File: config.mk
export PLATFORM = sky130hd
export DESIGN_NAME = rtca_alarm_cal
export DESIGN_NICKNAME = d
export VERILOG_FILES = /design/src/design/rtca_pkg.sv /design/src/design/rtca_field_match.sv /design/src/design/rtca_alarm_cal.sv
export VERILOG_INCLUDE_DIRS = /design/src /design/src/design
export SDC_FILE = /design/constraint.sdc
export NUM_CORES = 1
export LEC_CHECK = 0
export ABC_CLOCK_PERIOD_IN_PS = 2300
export BUFFER_PORTS_ARGS = -buffer_cell sky130_fd_sc_hd__buf_4
export CAP_MARGIN = 20
export CORE_AREA = 10 10 193 104
export DETAILED_ROUTE_END_ITERATION = 8
export DIE_AREA = 0 0 203 114
export HOLD_SLACK_MARGIN = 0.05
export SETUP_SLACK_MARGIN = 0.5
export SYNTH_ARGS = -nofsm -noshare
export SYNTH_HDL_FRONTEND = slang
export SYNTH_HIERARCHICAL = 1
export SYNTH_SLANG_ARGS = --single-unit
File: constraint.sdc
create_clock -name CLK -period 2.3 [get_ports CLK]
set_input_delay 0.115 -clock CLK [delete_from_list [all_inputs] [get_ports CLK]]
set_output_delay 0.115 -clock CLK [all_outputs]
set_load 0.03 [all_outputs]
File: src/design/rtca_defs.svh
// Constants of the alarm and calibration block: offsets, fields, resets.
// Assumes byte addresses on a 32-bit AXI4-Lite bus, one register per word.
`ifndef RTCA_DEFS_SVH
`define RTCA_DEFS_SVH

// Register byte offsets
`define RTCA_OFF_WDHR 8'h00
`define RTCA_OFF_MINSEC 8'h04
`define RTCA_OFF_CFG 8'h08
`define RTCA_OFF_RPT 8'h0C
`define RTCA_OFF_CAL 8'h10
`define RTCA_OFF_MTHDY 8'h14

// Implemented bits of the alarm value registers
`define RTCA_WDHR_USED 16'h073F
`define RTCA_MINSEC_USED 16'h7F7F
`define RTCA_MTHDY_USED 16'h1F3F

// Alarm value field positions
`define RTCA_WDAY_LSB 8
`define RTCA_HR_LSB 0
`define RTCA_MIN_LSB 8
`define RTCA_SEC_LSB 0
`define RTCA_MTH_LSB 8
`define RTCA_DAY_LSB 0

// Alarm configuration field positions
`define RTCA_CFG_EN_BIT 7
`define RTCA_CFG_CHIME_BIT 14
`define RTCA_CFG_MASK_LSB 10

// Calibration register field positions
`define RTCA_CAL_WREN_BIT 8
`define RTCA_CAL_SYNC_BIT 9
`define RTCA_CAL_PULSE_BIT 10

// Reset values
`define RTCA_RST_VALUE 16'h0000
`define RTCA_RST_CAL 8'h00
`define RTCA_RST_RPT 8'h00

// Bus responses
`define RTCA_RESP_OKAY 2'h0
`define RTCA_RESP_SLVERR 2'h2

`endif

File: src/design/rtca_pkg.sv
// Types shared by the alarm and calibration block.
// Assumes nothing of its surroundings.
package rtca_pkg;

    // Alarm interval selected by the mask field
    typedef enum logic [3:0] {
        RTCA_HALF_SEC = 4'b0000,
        RTCA_SEC      = 4'b0001,
        RTCA_TEN_SEC  = 4'b0010,
        RTCA_MINUTE   = 4'b0011,
        RTCA_TEN_MIN  = 4'b0100,
        RTCA_HOUR     = 4'b0101,
        RTCA_DAY      = 4'b0110,
        RTCA_WEEK     = 4'b0111,
        RTCA_MONTH    = 4'b1000,
        RTCA_YEAR     = 4'b1001
    } rtca_interval_t;

endpackage

File: src/design/rtca_field_match.sv
// One BCD digit comparator of the alarm matcher.
// Assumes both digits are stable in the cycle where the match is used.
`timescale 1ns/1ps
`default_nettype none

module rtca_field_match #(
    parameter int W = 4
) (
    input wire logic enable,
    input wire logic [W-1:0] alarm_digit,
    input wire logic [W-1:0] time_digit,
    output logic match
);

    // A digit that the interval leaves out always matches
    assign match = !enable || (alarm_digit == time_digit);

    if (W < 1 || W > 4) begin : g_bad_width
        $error("rtca_field_match: a BCD digit is 1 to 4 bits wide");
    end

endmodule

`default_nettype wire

File: src/design/rtca_alarm_cal.sv
// Alarm matcher, repeat counter and per-minute calibration of a BCD clock.
// Assumes time digits and tick pulses come from the timekeeping counters,
// synchronous to CLK, and the new time is on the digits in the tick cycle.
// Notes on behaviour
// - Weekday/hours alarm: weekday 10-8, hour tens 5-4, hour ones 3-0.
// - Minutes/seconds alarm: min tens 14-12, min ones 11-8, sec 6-4, 3-0.
// - Unused bits of all three alarm value registers read as zero.
// - Weekday/hours writes only land while clock write enable is one.
// - Each minute the signed calibration byte times four goes to the timer.
// - A negative calibration removes pulses; fast oscillator wants negative.
// - Alarm runs only while enable bit 7 is set; hardware clears it at end.
// - Mask field 13:10 picks which alarm digits must equal the clock.
// - Mask codes: half second, second, ten s, minute, up to year.
// - Yearly alarm on February 29 fires only when that date occurs.
// - Repeat count zero and chime off give exactly one alarm.
// - Repeat count FFh gives 255 extra alarms, the most possible.
// - Each alarm decrements the count; at zero, last alarm clears enable.
// - With chime set, count wraps from 00 to FF and alarms forever.
// - Every alarm, repeats included, raises the alarm interrupt.
// - Alarm pulse output toggles on each alarm, synchronous to the clock.
//
// The register offsets and the AXI4-Lite register port were left to the implementer.
`timescale 1ns/1ps
`default_nettype none
`include "rtca_defs.svh"

module rtca_alarm_cal #(
    parameter int RPT_W = 8
) (
    input wire logic CLK,
    input wire logic RST_N,
    input wire logic S_AXI_AWVALID,
    output logic S_AXI_AWREADY,
    input wire logic [7:0] S_AXI_AWADDR,
    input wire logic S_AXI_WVALID,
    output logic S_AXI_WREADY,
    input wire logic [31:0] S_AXI_WDATA,
    input wire logic [3:0] S_AXI_WSTRB,
    output logic S_AXI_BVALID,
    input wire logic S_AXI_BREADY,
    output logic [1:0] S_AXI_BRESP,
    input wire logic S_AXI_ARVALID,
    output logic S_AXI_ARREADY,
    input wire logic [7:0] S_AXI_ARADDR,
    output logic S_AXI_RVALID,
    input wire logic S_AXI_RREADY,
    output logic [31:0] S_AXI_RDATA,
    output logic [1:0] S_AXI_RRESP,
    input wire logic SEC_TICK,
    input wire logic HALF_SEC_TICK,
    input wire logic [6:0] CUR_SECONDS,
    input wire logic [6:0] CUR_MINUTES,
    input wire logic [5:0] CUR_HOURS,
    input wire logic [2:0] CUR_WEEKDAY,
    input wire logic [5:0] CUR_DAY,
    input wire logic [4:0] CUR_MONTH,
    input wire logic CLOCK_SYNC_STATUS,
    output logic ALARM_IRQ,
    output logic ALARM_PULSE,
    output logic CAL_APPLY,
    output logic [9:0] CAL_PULSES
);
    import rtca_pkg::*;
    if (RPT_W < 1 || RPT_W > 8) begin : g_bad_rpt
        $error("rtca_alarm_cal: repeat count is 1 to 8 bits wide");
    end
    // Bus side state
    logic aw_full_reg, w_full_reg, bvalid_reg, rvalid_reg;
    logic [7:0] aw_addr_reg;
    logic [15:0] wdata_reg;
    logic [1:0] wstrb_reg;
    logic [1:0] bresp_reg, rresp_reg;
    logic [31:0] rdata_reg;
    // Register contents
    logic [15:0] wdhr_reg, minsec_reg, mthdy_reg;
    logic [7:0] cal_reg;
    logic clock_write_enable_reg;
    logic alarm_enable_reg, chime_reg;
    rtca_interval_t alarm_interval_mask_reg;
    logic [RPT_W-1:0] rpt_reg;
    logic irq_reg, pulse_reg, cal_apply_reg;
    logic [9:0] cal_pulses_reg;
    // Write decode: both halves of a write must be held before it lands
    logic wr_go, wr_wdhr, wr_minsec, wr_cfg, wr_rpt, wr_cal, wr_mthdy, wr_hit;
    logic [15:0] bm, cfg_rd, cal_rd;
    assign wr_go = aw_full_reg && w_full_reg && !bvalid_reg;
    assign wr_wdhr = wr_go && aw_addr_reg == `RTCA_OFF_WDHR;
    assign wr_minsec = wr_go && aw_addr_reg == `RTCA_OFF_MINSEC;
    assign wr_cfg = wr_go && aw_addr_reg == `RTCA_OFF_CFG;
    assign wr_rpt = wr_go && aw_addr_reg == `RTCA_OFF_RPT;
    assign wr_cal = wr_go && aw_addr_reg == `RTCA_OFF_CAL;
    assign wr_mthdy = wr_go && aw_addr_reg == `RTCA_OFF_MTHDY;
    assign wr_hit = wr_wdhr | wr_minsec | wr_cfg | wr_rpt | wr_cal | wr_mthdy;
    assign bm = {{8{wstrb_reg[1]}}, {8{wstrb_reg[0]}}};
    // Byte-merged write values; unimplemented bits never get stored
    logic [15:0] wdhr_next, minsec_next, mthdy_next, cfg_next, rpt_next, cal_next;
    assign wdhr_next = ((wdhr_reg & ~bm) | (wdata_reg & bm)) & `RTCA_WDHR_USED;
    assign minsec_next = ((minsec_reg & ~bm) | (wdata_reg & bm)) & `RTCA_MINSEC_USED;
    assign mthdy_next = ((mthdy_reg & ~bm) | (wdata_reg & bm)) & `RTCA_MTHDY_USED;
    assign cfg_next = (cfg_rd & ~bm) | (wdata_reg & bm);
    assign rpt_next = ({{(16 - RPT_W){1'b0}}, rpt_reg} & ~bm) | (wdata_reg & bm);
    assign cal_next = (cal_rd & ~bm) | (wdata_reg & bm);
    // Readback views of the packed control registers
    assign cfg_rd = {1'b0, chime_reg, alarm_interval_mask_reg, 2'b00,
                     alarm_enable_reg, 7'h00};
    assign cal_rd = {5'h00, pulse_reg, CLOCK_SYNC_STATUS, clock_write_enable_reg, cal_reg};
    // Read decode
    logic [7:0] rd_addr;
    logic rd_hit;
    logic [15:0] rd_val;
    assign rd_addr = {S_AXI_ARADDR[7:2], 2'b00};
    assign rd_hit = rd_addr == `RTCA_OFF_WDHR || rd_addr == `RTCA_OFF_MINSEC ||
                    rd_addr == `RTCA_OFF_CFG || rd_addr == `RTCA_OFF_RPT ||
                    rd_addr == `RTCA_OFF_CAL || rd_addr == `RTCA_OFF_MTHDY;
    assign rd_val = (rd_addr == `RTCA_OFF_WDHR) ? wdhr_reg :
                    (rd_addr == `RTCA_OFF_MINSEC) ? minsec_reg :
                    (rd_addr == `RTCA_OFF_CFG) ? cfg_rd :
                    (rd_addr == `RTCA_OFF_RPT) ? {{(16 - RPT_W){1'b0}}, rpt_reg} :
                    (rd_addr == `RTCA_OFF_CAL) ? cal_rd :
                    (rd_addr == `RTCA_OFF_MTHDY) ? mthdy_reg : 16'h0000;
    assign S_AXI_AWREADY = !aw_full_reg;
    assign S_AXI_WREADY = !w_full_reg;
    assign S_AXI_BVALID = bvalid_reg;
    assign S_AXI_BRESP = bresp_reg;
    assign S_AXI_ARREADY = !rvalid_reg;
    assign S_AXI_RVALID = rvalid_reg;
    assign S_AXI_RDATA = rdata_reg;
    assign S_AXI_RRESP = rresp_reg;
    // Write address and data held independently, released together
    always_ff @(posedge CLK or negedge RST_N) begin
        if (!RST_N) begin
            aw_full_reg <= 1'b0;
            aw_addr_reg <= 8'h00;
        end else if (S_AXI_AWVALID && !aw_full_reg) begin
            aw_full_reg <= 1'b1;
            aw_addr_reg <= {S_AXI_AWADDR[7:2], 2'b00};
        end else if (wr_go) begin
            aw_full_reg <= 1'b0;
        end
    end
    always_ff @(posedge CLK or negedge RST_N) begin
        if (!RST_N) begin
            w_full_reg <= 1'b0;
            wdata_reg <= 16'h0000;
            wstrb_reg <= 2'b00;
        end else if (S_AXI_WVALID && !w_full_reg) begin
            w_full_reg <= 1'b1;
            wdata_reg <= S_AXI_WDATA[15:0]; // Upper lanes hold nothing
            wstrb_reg <= S_AXI_WSTRB[1:0];
        end else if (wr_go) begin
            w_full_reg <= 1'b0;
        end
    end
    // Write response; unmapped offsets answer SLVERR and change nothing
    always_ff @(posedge CLK or negedge RST_N) begin
        if (!RST_N) begin
            bvalid_reg <= 1'b0;
            bresp_reg <= `RTCA_RESP_OKAY;
        end else if (wr_go) begin
            bvalid_reg <= 1'b1;
            bresp_reg <= wr_hit ? `RTCA_RESP_OKAY : `RTCA_RESP_SLVERR;
        end else if (S_AXI_BREADY) begin
            bvalid_reg <= 1'b0;
        end
    end
    // Read channel, one outstanding read
    always_ff @(posedge CLK or negedge RST_N) begin
        if (!RST_N) begin
            rvalid_reg <= 1'b0;
            rdata_reg <= 32'h0000_0000;
            rresp_reg <= `RTCA_RESP_OKAY;
        end else if (S_AXI_ARVALID && !rvalid_reg) begin
            rvalid_reg <= 1'b1;
            rdata_reg <= {16'h0000, rd_val};
            rresp_reg <= rd_hit ? `RTCA_RESP_OKAY : `RTCA_RESP_SLVERR;
        end else if (S_AXI_RREADY) begin
            rvalid_reg <= 1'b0;
        end
    end
    // Alarm value registers; weekday/hours and month/day are write-locked
    always_ff @(posedge CLK or negedge RST_N) begin
        if (!RST_N) begin
            wdhr_reg <= `RTCA_RST_VALUE;
            minsec_reg <= `RTCA_RST_VALUE;
            mthdy_reg <= `RTCA_RST_VALUE;
        end else begin
            if (wr_wdhr && clock_write_enable_reg) wdhr_reg <= wdhr_next;
            if (wr_minsec) minsec_reg <= minsec_next;
            if (wr_mthdy && clock_write_enable_reg) mthdy_reg <= mthdy_next;
        end
    end
    // Calibration byte and clock write enable
    always_ff @(posedge CLK or negedge RST_N) begin
        if (!RST_N) begin
            cal_reg <= `RTCA_RST_CAL;
            clock_write_enable_reg <= 1'b0;
        end else if (wr_cal) begin
            cal_reg <= cal_next[7:0];
            clock_write_enable_reg <= cal_next[`RTCA_CAL_WREN_BIT];
        end
    end
    // Interval decode: from ten seconds up each step adds one digit group, except month swaps weekday for day
    logic [3:0] mask_code;
    logic mask_ok, tick, en_s1, en_s10, en_m1, en_m10, en_hr, en_wd, en_day, en_mth;
    assign mask_code = alarm_interval_mask_reg;
    assign mask_ok = mask_code <= RTCA_YEAR; // Codes above a year never fire
    assign tick = (alarm_interval_mask_reg == RTCA_HALF_SEC) ? HALF_SEC_TICK : SEC_TICK;
    assign en_s1 = mask_code >= RTCA_TEN_SEC;
    assign en_s10 = mask_code >= RTCA_MINUTE;
    assign en_m1 = mask_code >= RTCA_TEN_MIN;
    assign en_m10 = mask_code >= RTCA_HOUR;
    assign en_hr = mask_code >= RTCA_DAY;
    assign en_wd = alarm_interval_mask_reg == RTCA_WEEK; // Weekly only
    assign en_day = mask_code >= RTCA_MONTH;
    // Month joins for a yearly alarm, so 02/29 waits for a leap day
    assign en_mth = alarm_interval_mask_reg == RTCA_YEAR;
    // Digit comparators, one per digit from seconds to weekday; month and day compared inline
    logic [7:0] m;
    rtca_field_match #(.W(4)) u_s1 (.enable(en_s1), .alarm_digit(minsec_reg[3:0]),
        .time_digit(CUR_SECONDS[3:0]), .match(m[0]));
    rtca_field_match #(.W(3)) u_s10 (.enable(en_s10), .alarm_digit(minsec_reg[6:4]),
        .time_digit(CUR_SECONDS[6:4]), .match(m[1]));
    rtca_field_match #(.W(4)) u_m1 (.enable(en_m1), .alarm_digit(minsec_reg[11:8]),
        .time_digit(CUR_MINUTES[3:0]), .match(m[2]));
    rtca_field_match #(.W(3)) u_m10 (.enable(en_m10), .alarm_digit(minsec_reg[14:12]),
        .time_digit(CUR_MINUTES[6:4]), .match(m[3]));
    rtca_field_match #(.W(4)) u_h1 (.enable(en_hr), .alarm_digit(wdhr_reg[3:0]),
        .time_digit(CUR_HOURS[3:0]), .match(m[4]));
    rtca_field_match #(.W(2)) u_h10 (.enable(en_hr), .alarm_digit(wdhr_reg[5:4]),
        .time_digit(CUR_HOURS[5:4]), .match(m[5]));
    rtca_field_match #(.W(3)) u_wd (.enable(en_wd), .alarm_digit(wdhr_reg[10:8]),
        .time_digit(CUR_WEEKDAY), .match(m[6]));
    logic [10:0] md_alarm, md_time;
    logic md_en_ok;
    assign md_alarm = {mthdy_reg[12:8], mthdy_reg[5:0]};
    assign md_time = {CUR_MONTH, CUR_DAY};
    assign md_en_ok = (!en_day || md_alarm[5:0] == md_time[5:0]) &&
                      (!en_mth || md_alarm[10:6] == md_time[10:6]);
    assign m[7] = md_en_ok;
    // Alarm event: enabled, a valid interval, the tick, every enabled digit equal
    logic fire, last_alarm;
    assign fire = alarm_enable_reg && mask_ok && tick && (&m);
    assign last_alarm = rpt_reg == '0 && !chime_reg;
    // Enable, chime and mask; a software write wins over the automatic clear
    always_ff @(posedge CLK or negedge RST_N) begin
        if (!RST_N) begin
            alarm_enable_reg <= 1'b0;
            chime_reg <= 1'b0;
            alarm_interval_mask_reg <= RTCA_HALF_SEC;
        end else if (wr_cfg) begin
            alarm_enable_reg <= cfg_next[`RTCA_CFG_EN_BIT];
            chime_reg <= cfg_next[`RTCA_CFG_CHIME_BIT];
            alarm_interval_mask_reg <= rtca_interval_t'(cfg_next[`RTCA_CFG_MASK_LSB +: 4]);
        end else if (fire && last_alarm) begin
            alarm_enable_reg <= 1'b0;
        end
    end
    // Repeat counter: down by one each alarm, wraps under chime
    always_ff @(posedge CLK or negedge RST_N) begin
        if (!RST_N) begin
            rpt_reg <= RPT_W'(`RTCA_RST_RPT);
        end else if (wr_rpt) begin
            rpt_reg <= rpt_next[RPT_W-1:0];
        end else if (fire) begin
            if (rpt_reg != '0) rpt_reg <= rpt_reg - 1'b1;
            else if (chime_reg) rpt_reg <= '1;
        end
    end
    // Interrupt pulse and half-rate alarm output, both from flops
    always_ff @(posedge CLK or negedge RST_N) begin
        if (!RST_N) begin
            irq_reg <= 1'b0;
            pulse_reg <= 1'b0;
        end else begin
            irq_reg <= fire;
            pulse_reg <= pulse_reg ^ fire;
        end
    end
    assign ALARM_IRQ = irq_reg;
    assign ALARM_PULSE = pulse_reg;
    // Minute boundary calibration; the timer adds or drops the signed amount
    logic minute_hit;
    assign minute_hit = SEC_TICK && CUR_SECONDS == 7'h00;
    always_ff @(posedge CLK or negedge RST_N) begin
        if (!RST_N) begin
            cal_apply_reg <= 1'b0;
            cal_pulses_reg <= 10'h000;
        end else begin
            cal_apply_reg <= minute_hit;
            if (minute_hit) cal_pulses_reg <= {cal_reg, 2'b00};
        end
    end
    assign CAL_APPLY = cal_apply_reg;
    assign CAL_PULSES = cal_pulses_reg;
endmodule

`default_nettype wire

==> flow_metrics.tcl, run 1 <==
set metrics [dict create \
    clkSlewWorstSetupHoldPaths_ns 0.08 \
    crit_chain "xor2_1, o41ai_2, nand4_1, nor3_2, nand3_4, o21a_4, a211o_1" \
    max_slew_margin 0.521 \
    start_kind "flip-flop" \
    skew_ns 0.00939 \
    drc_errors 0 \
    yosys-top-cells-area "dfrtp_1 (49%), mux2_2 (14%), xor2_1 (4.0%)" \
    post_synth.cell_area_avg_um2 11.0 \
    cts.sinks 112 \
    yosys.area.top_type "dfrtp_1" \
    initial_core_util 0.340 \
    die_area_um2 23100 \
    insertedDiodeCount 0 \
    synth_common_cells "dfrtp_1 (112), mux2_2 (73), nand2_1 (59), xor2_1 (26), buf_4 (23)" \
    pre_cts_ws_ns 0.0313 \
    max_freq_ghz 0.438 \
    netlist_instances 523 \
    max_stage_delay_ns 0.45 \
    numCtsBuffers 9 \
    synth_edf_count 0 \
    die_h_um 114 \
    grt_max_degree 45 \
    clk_path_buf_depth 2 \
    vias 4694 \
    crit_slowest_cell "o41ai_2" \
    fill_cells 1557 \
    final.setup.tns_ns 0 \
    yosys_warnings 6 \
    dp_hpwl_mm 14.6 \
    ys_seq_elements 112 \
    initialDrtViolationCount 324 \
    netlist_area_um2 5750 \
    setup_viol 0 \
    rows 34 \
    nets 781 \
    design.core.area_um2 16900 \
    synthToLayoutAreaGrowth_pct 38.2 \
    fin_ws_ns 0.0172 \
    grt-ovfl-total 0 \
    critical_path_arrival_ns 2.53 \
    finalCritPeriodShare 0.993 \
    gp_congestion 0.968 \
    grtUsageTotal 0.163 \
    holdCritPathClass "in2reg" \
    critPathKind "reg2reg" \
    p_per_area_nw_per_um2 1080 \
    cts-root-buf "clkbuf_16" \
    grt_pass1_wl_mm 29.2 \
    end_kind "flip-flop" \
    grt_pass1_vias 4849 \
    irDropWorstVdd_mv 0.563 \
    finalHoldViolations 0 \
    detail-route-antenna-nets 0 \
    io_buffers 105 \
    yosysSeqAreaShare 0.488 \
    wl_mm 19.4 \
    outcome "complete, no violations" \
    cp_data_required_time_ns 2.55 \
    wl_per_cell_um 21.0 \
    rsz0062_at_grt "yes" \
    drv_slew 0 \
    cap_violations 0 \
    crit_path_max_fanout 8 \
    synth_top_area_share 0.488 \
    p_leak_uw 0.00381 \
    tightestPinTransition_ns 0.717 \
    async_flop_share 1.00 \
    yosys.cell_types.count 61 \
    clock_latency_ns 0.36 \
    top_level_ports 150 \
    first_pass_iters 5 \
    viasPerCell 5.09 \
    cts_tree "built" \
    htree_levels 3 \
    yosysMostFrequentCell "dfrtp_1" \
    drive_gt1_frac 0.392 \
    antenna_found_initial 0 \
    die_w_um 203 \
    synth_top_flop_cell "dfrtp_1" \
    layout_min_cycle_time_ns 2.28 \
]
[metrics by stage]
| step | cell area, um2 | utilization | instances | total power [uW] | hold slack, ns |
|---|---|---|---|---|---|
| finish | 7950 | 0.471 | 922 | 8600 | 0.150 |
| detailed placement | 6890 | 0.408 | 862 | 6290 | 0.174 |
| floorplan | 5920 | - | 543 | 5090 | -0.181 |
| global route | 7950 | 0.471 | 922 | 9030 | 0.162 |
| global placement | 6890 | 0.408 | 862 | 6220 | 0.153 |
| CTS | 7680 | 0.455 | 917 | 8280 | 0.148 |
[per-layer routing]
layer  global-route usage  wire (um)  share of wire
met5                    0          0              0
met4               0.0316        167         0.0086
met3               0.0563       1920          0.099
met2                0.215       7410           0.38
met1                0.247       9860           0.51
[cells by family (layout without fill, tap and decap cells)]
group / Yosys count / count (layout) / share of synthesized area
buffers and inverters: 55 / 200 / 0.0525
adder cells (fa/ha/maj): 2 / 2 / 0.00435
AND/OR/NAND/NOR: 159 / 159 / 0.144
XOR/XNOR: 35 / 35 / 0.0533
flip-flops: 112 / 112 / 0.488
multiplexers: 76 / 76 / 0.153
AO/OA/AOI/OAI: 83 / 83 / 0.105
other: 1 / 21 / 0.000652
[placed cells by master (no fill, tap or decap), types with 3 or more instances in the layout]
| master | netlist | final |
|---|---|---|
| a211o_1 | 5 | 5 |
| a211oi_1 | 3 | 3 |
| a21oi_1 | 9 | 9 |
| a221oi_1 | 6 | 6 |
| a31oi_1 | 4 | 4 |
| a32oi_1 | 3 | 3 |
| buf_4 | 23 | 138 |
| buf_6 | 1 | 5 |
| clkbuf_16 | 0 | 9 |
| conb_1 | 1 | 21 |
| dfrtp_1 | 112 | 109 |
| dfrtp_2 | 0 | 3 |
| dlygate4sd3_1 | 0 | 28 |
| inv_1 | 10 | 10 |
| inv_8 | 0 | 3 |
| mux2_2 | 73 | 27 |
| mux2_4 | 0 | 46 |
| nand2_1 | 59 | 56 |
| nand2b_1 | 8 | 8 |
| nand3_1 | 10 | 5 |
| nand3_4 | 0 | 5 |
| nand4_1 | 4 | 4 |
| nor2_1 | 20 | 19 |
| nor2b_1 | 9 | 8 |
| nor3_1 | 18 | 16 |
| o211ai_1 | 3 | 3 |
| o21ai_0 | 22 | 22 |
| o31ai_1 | 5 | 5 |
| o41ai_1 | 4 | 3 |
| o41ai_2 | 3 | 4 |
| or3_1 | 5 | 5 |
| or4_1 | 4 | 3 |
| xnor2_1 | 9 | 9 |
| xor2_1 | 26 | 26 |
[cell type report]
| cell class | instances | area, um2 | area share |
|---|---|---|---|
| clock buffers | 10 | 239 | 0.0301 |
| clock inverters | 6 | 81.3 | 0.0102 |
| inverters | 11 | 41.3 | 0.00520 |
| multi-input cells | 376 | 3090 | 0.389 |
| flip-flops and latches | 112 | 2810 | 0.353 |
| well taps | 234 | 293 | 0.0368 |
| repair buffers | 173 | 1400 | 0.176 |
[path summary, 6_finish.rpt]
kind | depth (start not counted) | end | slack, ns | startpoint
max | 7 | flip-flop | 0.02 | flip-flop
min | 3 | S_AXI_RRESP[1] | 0.15 | S_AXI_ARADDR[3]
max reg2reg | 7 | flip-flop | 0.02 | flip-flop
min reg2reg | 2 | CAL_PULSES[9] | 0.49 | CAL_PULSES[9]
max in group asynchronous | 3 | S_AXI_RDATA[5] | 1.27 | RST_N
min in group asynchronous | 2 | asynchronous set/reset pin | 0.31 | RST_N
[critical path, delay by kind of cell, from the launching register on]
kind,cells,cell delay [ns]
compound gates,3,1.01
simple gates,3,0.61
flops,1,0.40
xor+xnor,1,0.15
[power breakdown]
part | switching (uW) | internal, uW | leakage [uW] | total (uW)
combinational | 1630 | 1750 | 0.00220 | 3380
sequential | 944 | 2550 | 0.00144 | 3490
clock | 816 | 908 | 0.000159 | 1720
[what timing repair did]
action	in CTS	in global routing
hold endpoints to repair	67	0
buffers inserted	11	4
hold buffers	28	0
pin swaps	8	9
gates resized for setup	25	55
endpoints found under the setup margin	59	61
cloned	0	1
No activity file was read; power rests on OpenSTA's default activity.
==> inputs of run 2 (changes only) <==
ABC_AREA = 1   (was unset)
CORE_AREA = 10 10 198 107   (was 10 10 193 104)
DIE_AREA = 0 0 208 117   (was 0 0 203 114)
==> run 2 against run 1 <==
Power down 9.3%. Combinational power shrank 8.9%. First-iteration DRC count increased by 17%. Clock power barely moved. Global-route usage decreased by 0.92 points. Worst setup slack better by 0.35 ns. Register-to-register slack better by 0.35 ns.
==> flow_metrics.tcl, run 2 <==
set metrics [dict create \
    outcome "complete, no violations" \
    layout_common_cells "nand2_1 (233), inv_1 (121), buf_4 (118), dfrtp_1 (111), o21ai_0 (76)" \
    grt_pass1_vias 5076 \
    cp_data_required_time_ns 2.56 \
    max_slew_margin 0.637 \
    clk_path_buf_depth 2 \
    rows 35 \
    fill_cells 1900 \
    skew_ns 0.0126 \
    synth_edf_count 0 \
    drive_gt1_frac 0.202 \
    setup_viol 0 \
    grt-ovfl-total 0 \
    cts_tree "built" \
    vias 5561 \
    netlist_area_um2 6100 \
    holdCritPathClass "in2reg" \
    htree_levels 3 \
    die_area_um2 24300 \
    power_uw 7800 \
    gp_congestion 0.924 \
    seq_area_um2 2800 \
    cts.sinks 112 \
    start_kind "flip-flop" \
    yosysSeqAreaShare 0.459 \
    cap_violations 0 \
    rsz0062_at_grt "yes" \
    irDropWorstVdd_mv 0.811 \
    synth_common_cells "nand2_1 (238), inv_1 (122), dfrtp_1 (112), o21ai_0 (77), nor2_1 (59)" \
    grt_pass1_wl_mm 29.3 \
    wl_mm 19.0 \
    end_kind "flip-flop" \
    wl_per_cell_um 15.8 \
    synthToLayoutAreaGrowth_pct 27.8 \
    io_buffers 105 \
    crit_path_max_fanout 7 \
    antenna_found_initial 0 \
    yosysMostFrequentCell "nand2_1" \
    initial_core_util 0.341 \
    nets 1050 \
    grt_max_degree 51 \
    netlist_instances 811 \
    synth_top_area_share 0.459 \
    initialDrtViolationCount 379 \
    yosys-top-cells-area "dfrtp_1 (46%), nand2_1 (15%), inv_1 (7.5%)" \
    yosys_warnings 6 \
    design.core.area_um2 17900 \
    critical_path_arrival_ns 2.19 \
    mostFrequentLayoutCell "nand2_1" \
    viasPerCell 4.65 \
    clock_latency_ns 0.36 \
    die_w_um 208 \
    detail-route-antenna-nets 0 \
    multi_input_area_um2 2700 \
    p_per_area_nw_per_um2 1000 \
    post_synth.cell_area_avg_um2 7.52 \
    tightestPinTransition_ns 0.541 \
    p_leak_uw 0.00387 \
    critPathKind "reg2reg" \
    reg2regPathDepth 12 \
    async_flop_share 1.00 \
    layout_min_cycle_time_ns 1.93 \
    grtUsageTotal 0.154 \
    min_path_cells 3 \
    synth_top_flop_cell "dfrtp_1" \
    drc_errors 0 \
    finalHoldViolations 0 \
    clkSlewWorstSetupHoldPaths_ns 0.08 \
    first_pass_iters 4 \
    dp_hpwl_mm 15.1 \
    yosys.cell_types.count 41 \
    drv_slew 0 \
    rrSetupSlack_ns 0.37 \
    ys_seq_elements 112 \
    cts-root-buf "clkbuf_16" \
    top_level_ports 150 \
    insertedDiodeCount 0 \
    yosys.area.top_type "dfrtp_1" \
    worstHoldStart "CLOCK_SYNC_STATUS" \
    numCtsBuffers 9 \
    finalCritPeriodShare 0.840 \
    final.setup.tns_ns 0 \
    max_freq_ghz 0.518 \
    die_h_um 117 \
]
run 2: cell types whose count changed after synthesis, sizes merged, moves of 24 or more:
cell / change
nand2: +183
inv: +117
mux2: -68
o21ai: +68
nor2: +52
nand3: +29
xor2: -25
a21oi: +24
run 2: metrics by stage:
step	area, um2	util	worst slack (ns)	instances	hold WS (ns)
detailed placement	7070	0.396	0.330	1145	0.116
global placement	7070	0.396	0.376	1145	0.118
global route	7790	0.436	0.229	1197	0.135
finish	7790	0.436	0.368	1197	0.149
floorplan	6170	-	0.687	831	-0.181
CTS	7750	0.434	0.402	1195	0.127
run 2: final cells by class:
type                            instances  area share
Clock buffer                            9      0.0289
Clock inverter                          7      0.0128
Multi-Input combinational cell        554       0.347
Tap cell                              240      0.0385
Sequential cell                       112       0.360
Timing Repair Buffer                  146       0.151
Inverter                              129      0.0623
run 2: what timing repair did:
| action | CTS | global route |
|---|---|---|
| pin swaps | 8 | 7 |
| endpoints found under the hold margin | 62 | 0 |
| resized for setup | 9 | 10 |
| setup endpoints to repair | 14 | 22 |
| hold buffers | 27 | 0 |
| buffers inserted | 7 | 2 |
run 2: power by group:
group	internal (uW)	switching, uW	total, uW
Combinational	1070	2010	3080
Sequential	2490	483	2970
Clock	968	777	1750
run 2: worst max-delay path: stages, from the launching register on:
cell and delay (ns):
dfrtp_1 0.48, xnor2_1 0.19, nand3_1 0.09, nand2_1 0.07, nand2_1 0.04, nor2_1 0.12, nand4_1 0.19, nor2_2 0.21
nand4_4 0.17, nand2_2 0.12, nand2_1 0.05, nand2_1 0.06, inv_1 0.04
run 2: cell families after synthesis:
family | Yosys count | synth area share
xor+xnor | 6 | 0.00862
flops | 112 | 0.459
simple gates | 378 | 0.272
fa+ha+maj | 2 | 0.00410
mux | 5 | 0.00923
other cells | 1 | 0.000615
compound gates | 142 | 0.126
buf+inv | 165 | 0.120
run 2: worst paths after layout:
check / endpoint
min reg2reg: flip-flop
min: S_AXI_RDATA[9]
max reg2reg: flip-flop
max in group asynchronous: asynchronous set/reset pin
max: flip-flop
min in group asynchronous: asynchronous set/reset pin
run 2: routing by layer:
layer | track usage | vias to the layer above | wire, um
met1 | 0.251 | 2580 | 10500
met5 | 0 | - | 0
met2 | 0.191 | 169 | 7040
met3 | 0.0400 | 4 | 1430
li1 | - | 2808 | -
met4 | 0.0230 | 0 | 35
==> inputs of run 3 (changes only) <==
ABC_AREA = 0   (was 1)
ABC_CLOCK_PERIOD_IN_PS = 1800   (was 2300)
CORE_AREA = 10 10 193 104   (was 10 10 198 107)
DIE_AREA = 0 0 203 114   (was 0 0 208 117)
clock period = 1.8 ns   (was 2.3 ns; I/O delays follow)
==> run 3 against run 2 <==
The flow now finishes with violations (setup timing). Combinational power grew 81%. Critical path depth shrank 5. Routed wire length grew 5.9%. Non-clock buffer count grew 98. Global-route usage grew 1.9 points. Sequential power grew 44%. Critical path type unchanged. Largest cell class is now multi-input gates. Largest power group unchanged.
==> flow_metrics.tcl, run 3 (synthesis gave the netlist of run 1 again) <==
set metrics [dict create \
    crit_slowest_cell "o41ai_2" \
    combinationalPowerShare 0.466 \
    htree_levels 3 \
    cap_violations 0 \
    power_frac_seq 0.360 \
    max_freq_ghz 0.440 \
    initialDrtViolationCount 250 \
    nets 852 \
    fin_hold_ws_ns 0.105 \
    critical_path_arrival_ns 2.52 \
    rsz0062_at_grt "yes" \
    detail-route-antenna-nets 0 \
    cts-root-buf "clkbuf_16" \
    die_w_um 203 \
    fill_cells 1491 \
    layout_common_cells "buf_4 (186), dfrtp_1 (108), nand2_1 (43), mux2_2 (39), mux2_4 (34)" \
    grt_pass1_vias 5250 \
    finalNonFillerCells 993 \
    cts_tree "built" \
    design.core.area_um2 16900 \
    antenna_found_initial 0 \
    outcome "finished, violations left" \
    cp.depth 7 \
    io_buffers 105 \
    rows 34 \
    clock_latency_ns 0.36 \
    top_level_ports 150 \
    dp_hpwl_mm 15.3 \
    grtUsageTotal 0.173 \
    min_path_cells 3 \
    vias 4998 \
    dp_cells 934 \
    layout_min_cycle_time_ns 2.27 \
    crit_path_max_fanout 8 \
    swShare 0.378 \
    die_h_um 114 \
    p_leak_uw 0.00425 \
    final.setup.tns_ns -15.94 \
    synthToLayoutAreaGrowth_pct 54.1 \
    insertedDiodeCount 0 \
    fin_ws_ns -0.471 \
    die_area_um2 23100 \
    violations "setup timing" \
    crit_family "compound AO/OA/AOI/OAI gates" \
    end_kind "flip-flop" \
    drc_errors 0 \
    gp_congestion 0.955 \
    p_int_uw 7430 \
    first_pass_iters 5 \
    mostFrequentLayoutCell "buf_4" \
    p_sw_uw 4510 \
    start_kind "flip-flop" \
    initial_core_util 0.340 \
    cts.sinks 112 \
    critical_path_buf_inv_count 0 \
    drive_gt1_frac 0.531 \
    irDropWorstVdd_mv 1.04 \
    numCtsBuffers 9 \
    skew_ns 0.00839 \
    critPathKind "reg2reg" \
    crit_chain "xor2_1, o41ai_2, nand4_1, nor3_2, nand3_4, o21a_4, a211o_1" \
    reg2regPathDepth 7 \
    holdCritPathClass "in2reg" \
    grt_max_degree 50 \
    clockPowerShare 0.174 \
    grt_pass1_wl_mm 30.8 \
    rrSetupSlack_ns -0.47 \
    viasPerCell 5.03 \
    wl_per_cell_um 20.2 \
    setup_viol 58 \
    p_per_area_nw_per_um2 1350 \
    grt-ovfl-total 0 \
    finalHoldViolations 0 \
    clk_path_buf_depth 2 \
    drv_slew 0 \
    wl_mm 20.1 \
    max_stage_delay_ns 0.44 \
    cp_data_required_time_ns 2.05 \
    clkSlewWorstSetupHoldPaths_ns 0.07 \
    finalCritPeriodShare 1.26 \
]
==> run 3: tightest hold or removal path, delay by kind of cell <==
family	cells	cell delay (ns)
buffers and inverters	1	0.10
AO/OA/AOI/OAI	1	0.11
AND/OR/NAND/NOR	1	0.12
==> run 3: worst min path at each step <==
| stage | startpoint | to | slack, ns |
|---|---|---|---|
| after floorplan | RST_N | ALARM_IRQ | -0.21 |
| after global placement | RST_N | S_AXI_RDATA[11] | 0.003 |
| after detailed placement | RST_N | S_AXI_RDATA[12] | 0.01 |
| after CTS | S_AXI_ARADDR[3] | S_AXI_RRESP[1] | 0.15 |
| after global routing | S_AXI_ARVALID | S_AXI_RVALID | 0.15 |
| final | S_AXI_ARVALID | S_AXI_RVALID | 0.10 |
==> run 3: routing by layer <==
layer,GRT usage,up-vias,share of wire
met4,0.0311,0,0.010
met5,0,-,0
li1,-,2294,-
met1,0.253,2500,0.50
met3,0.0515,19,0.074
met2,0.246,185,0.42
==> run 3: power by group through the flow <==
stage                     registers, uW  logic, uW  clock network [uW]
after global placement             4170       4660                   0
after CTS                          4250       5220                2110
after detailed placement           4220       4730                   0
after global routing               4380       5980                2230
final                              4290       5570                2080
after floorplan                    4020       2620                   0
==> run 3: cell type report <==
cell class	instances	area, um2	share of cell area
clock buffer	11	243	0.0274
clock inverter	5	56.3	0.00636
inverter	11	46.3	0.00523
multi-input combinational	376	3330	0.376
sequential	112	2810	0.317
tap	234	293	0.0331
timing repair buffer	244	2080	0.235
==> run 3: timing repair <==
action | CTS | global route
pin swaps | 17 | 13
resized for setup | 98 | 51
buffers inserted | 8 | 5
endpoints found under the setup margin | 90 | 95
cloned | 1 | 1
hold endpoints to repair | 139 | 0
hold buffers | 28 | 0
==> run 3: stage by stage <==
stage | power [uW] | worst slack, ns | area (um2) | utilization
2_1_floorplan | 6640 | -0.437 | 6070 | -
3_3_place_gp | 8830 | -0.583 | 7570 | 0.448
3_5_place_dp | 8950 | -0.601 | 7570 | 0.448
4_1_cts | 11600 | -0.465 | 8610 | 0.510
5_1_grt | 12600 | -0.582 | 8860 | 0.524
6_report | 11900 | -0.471 | 8860 | 0.524
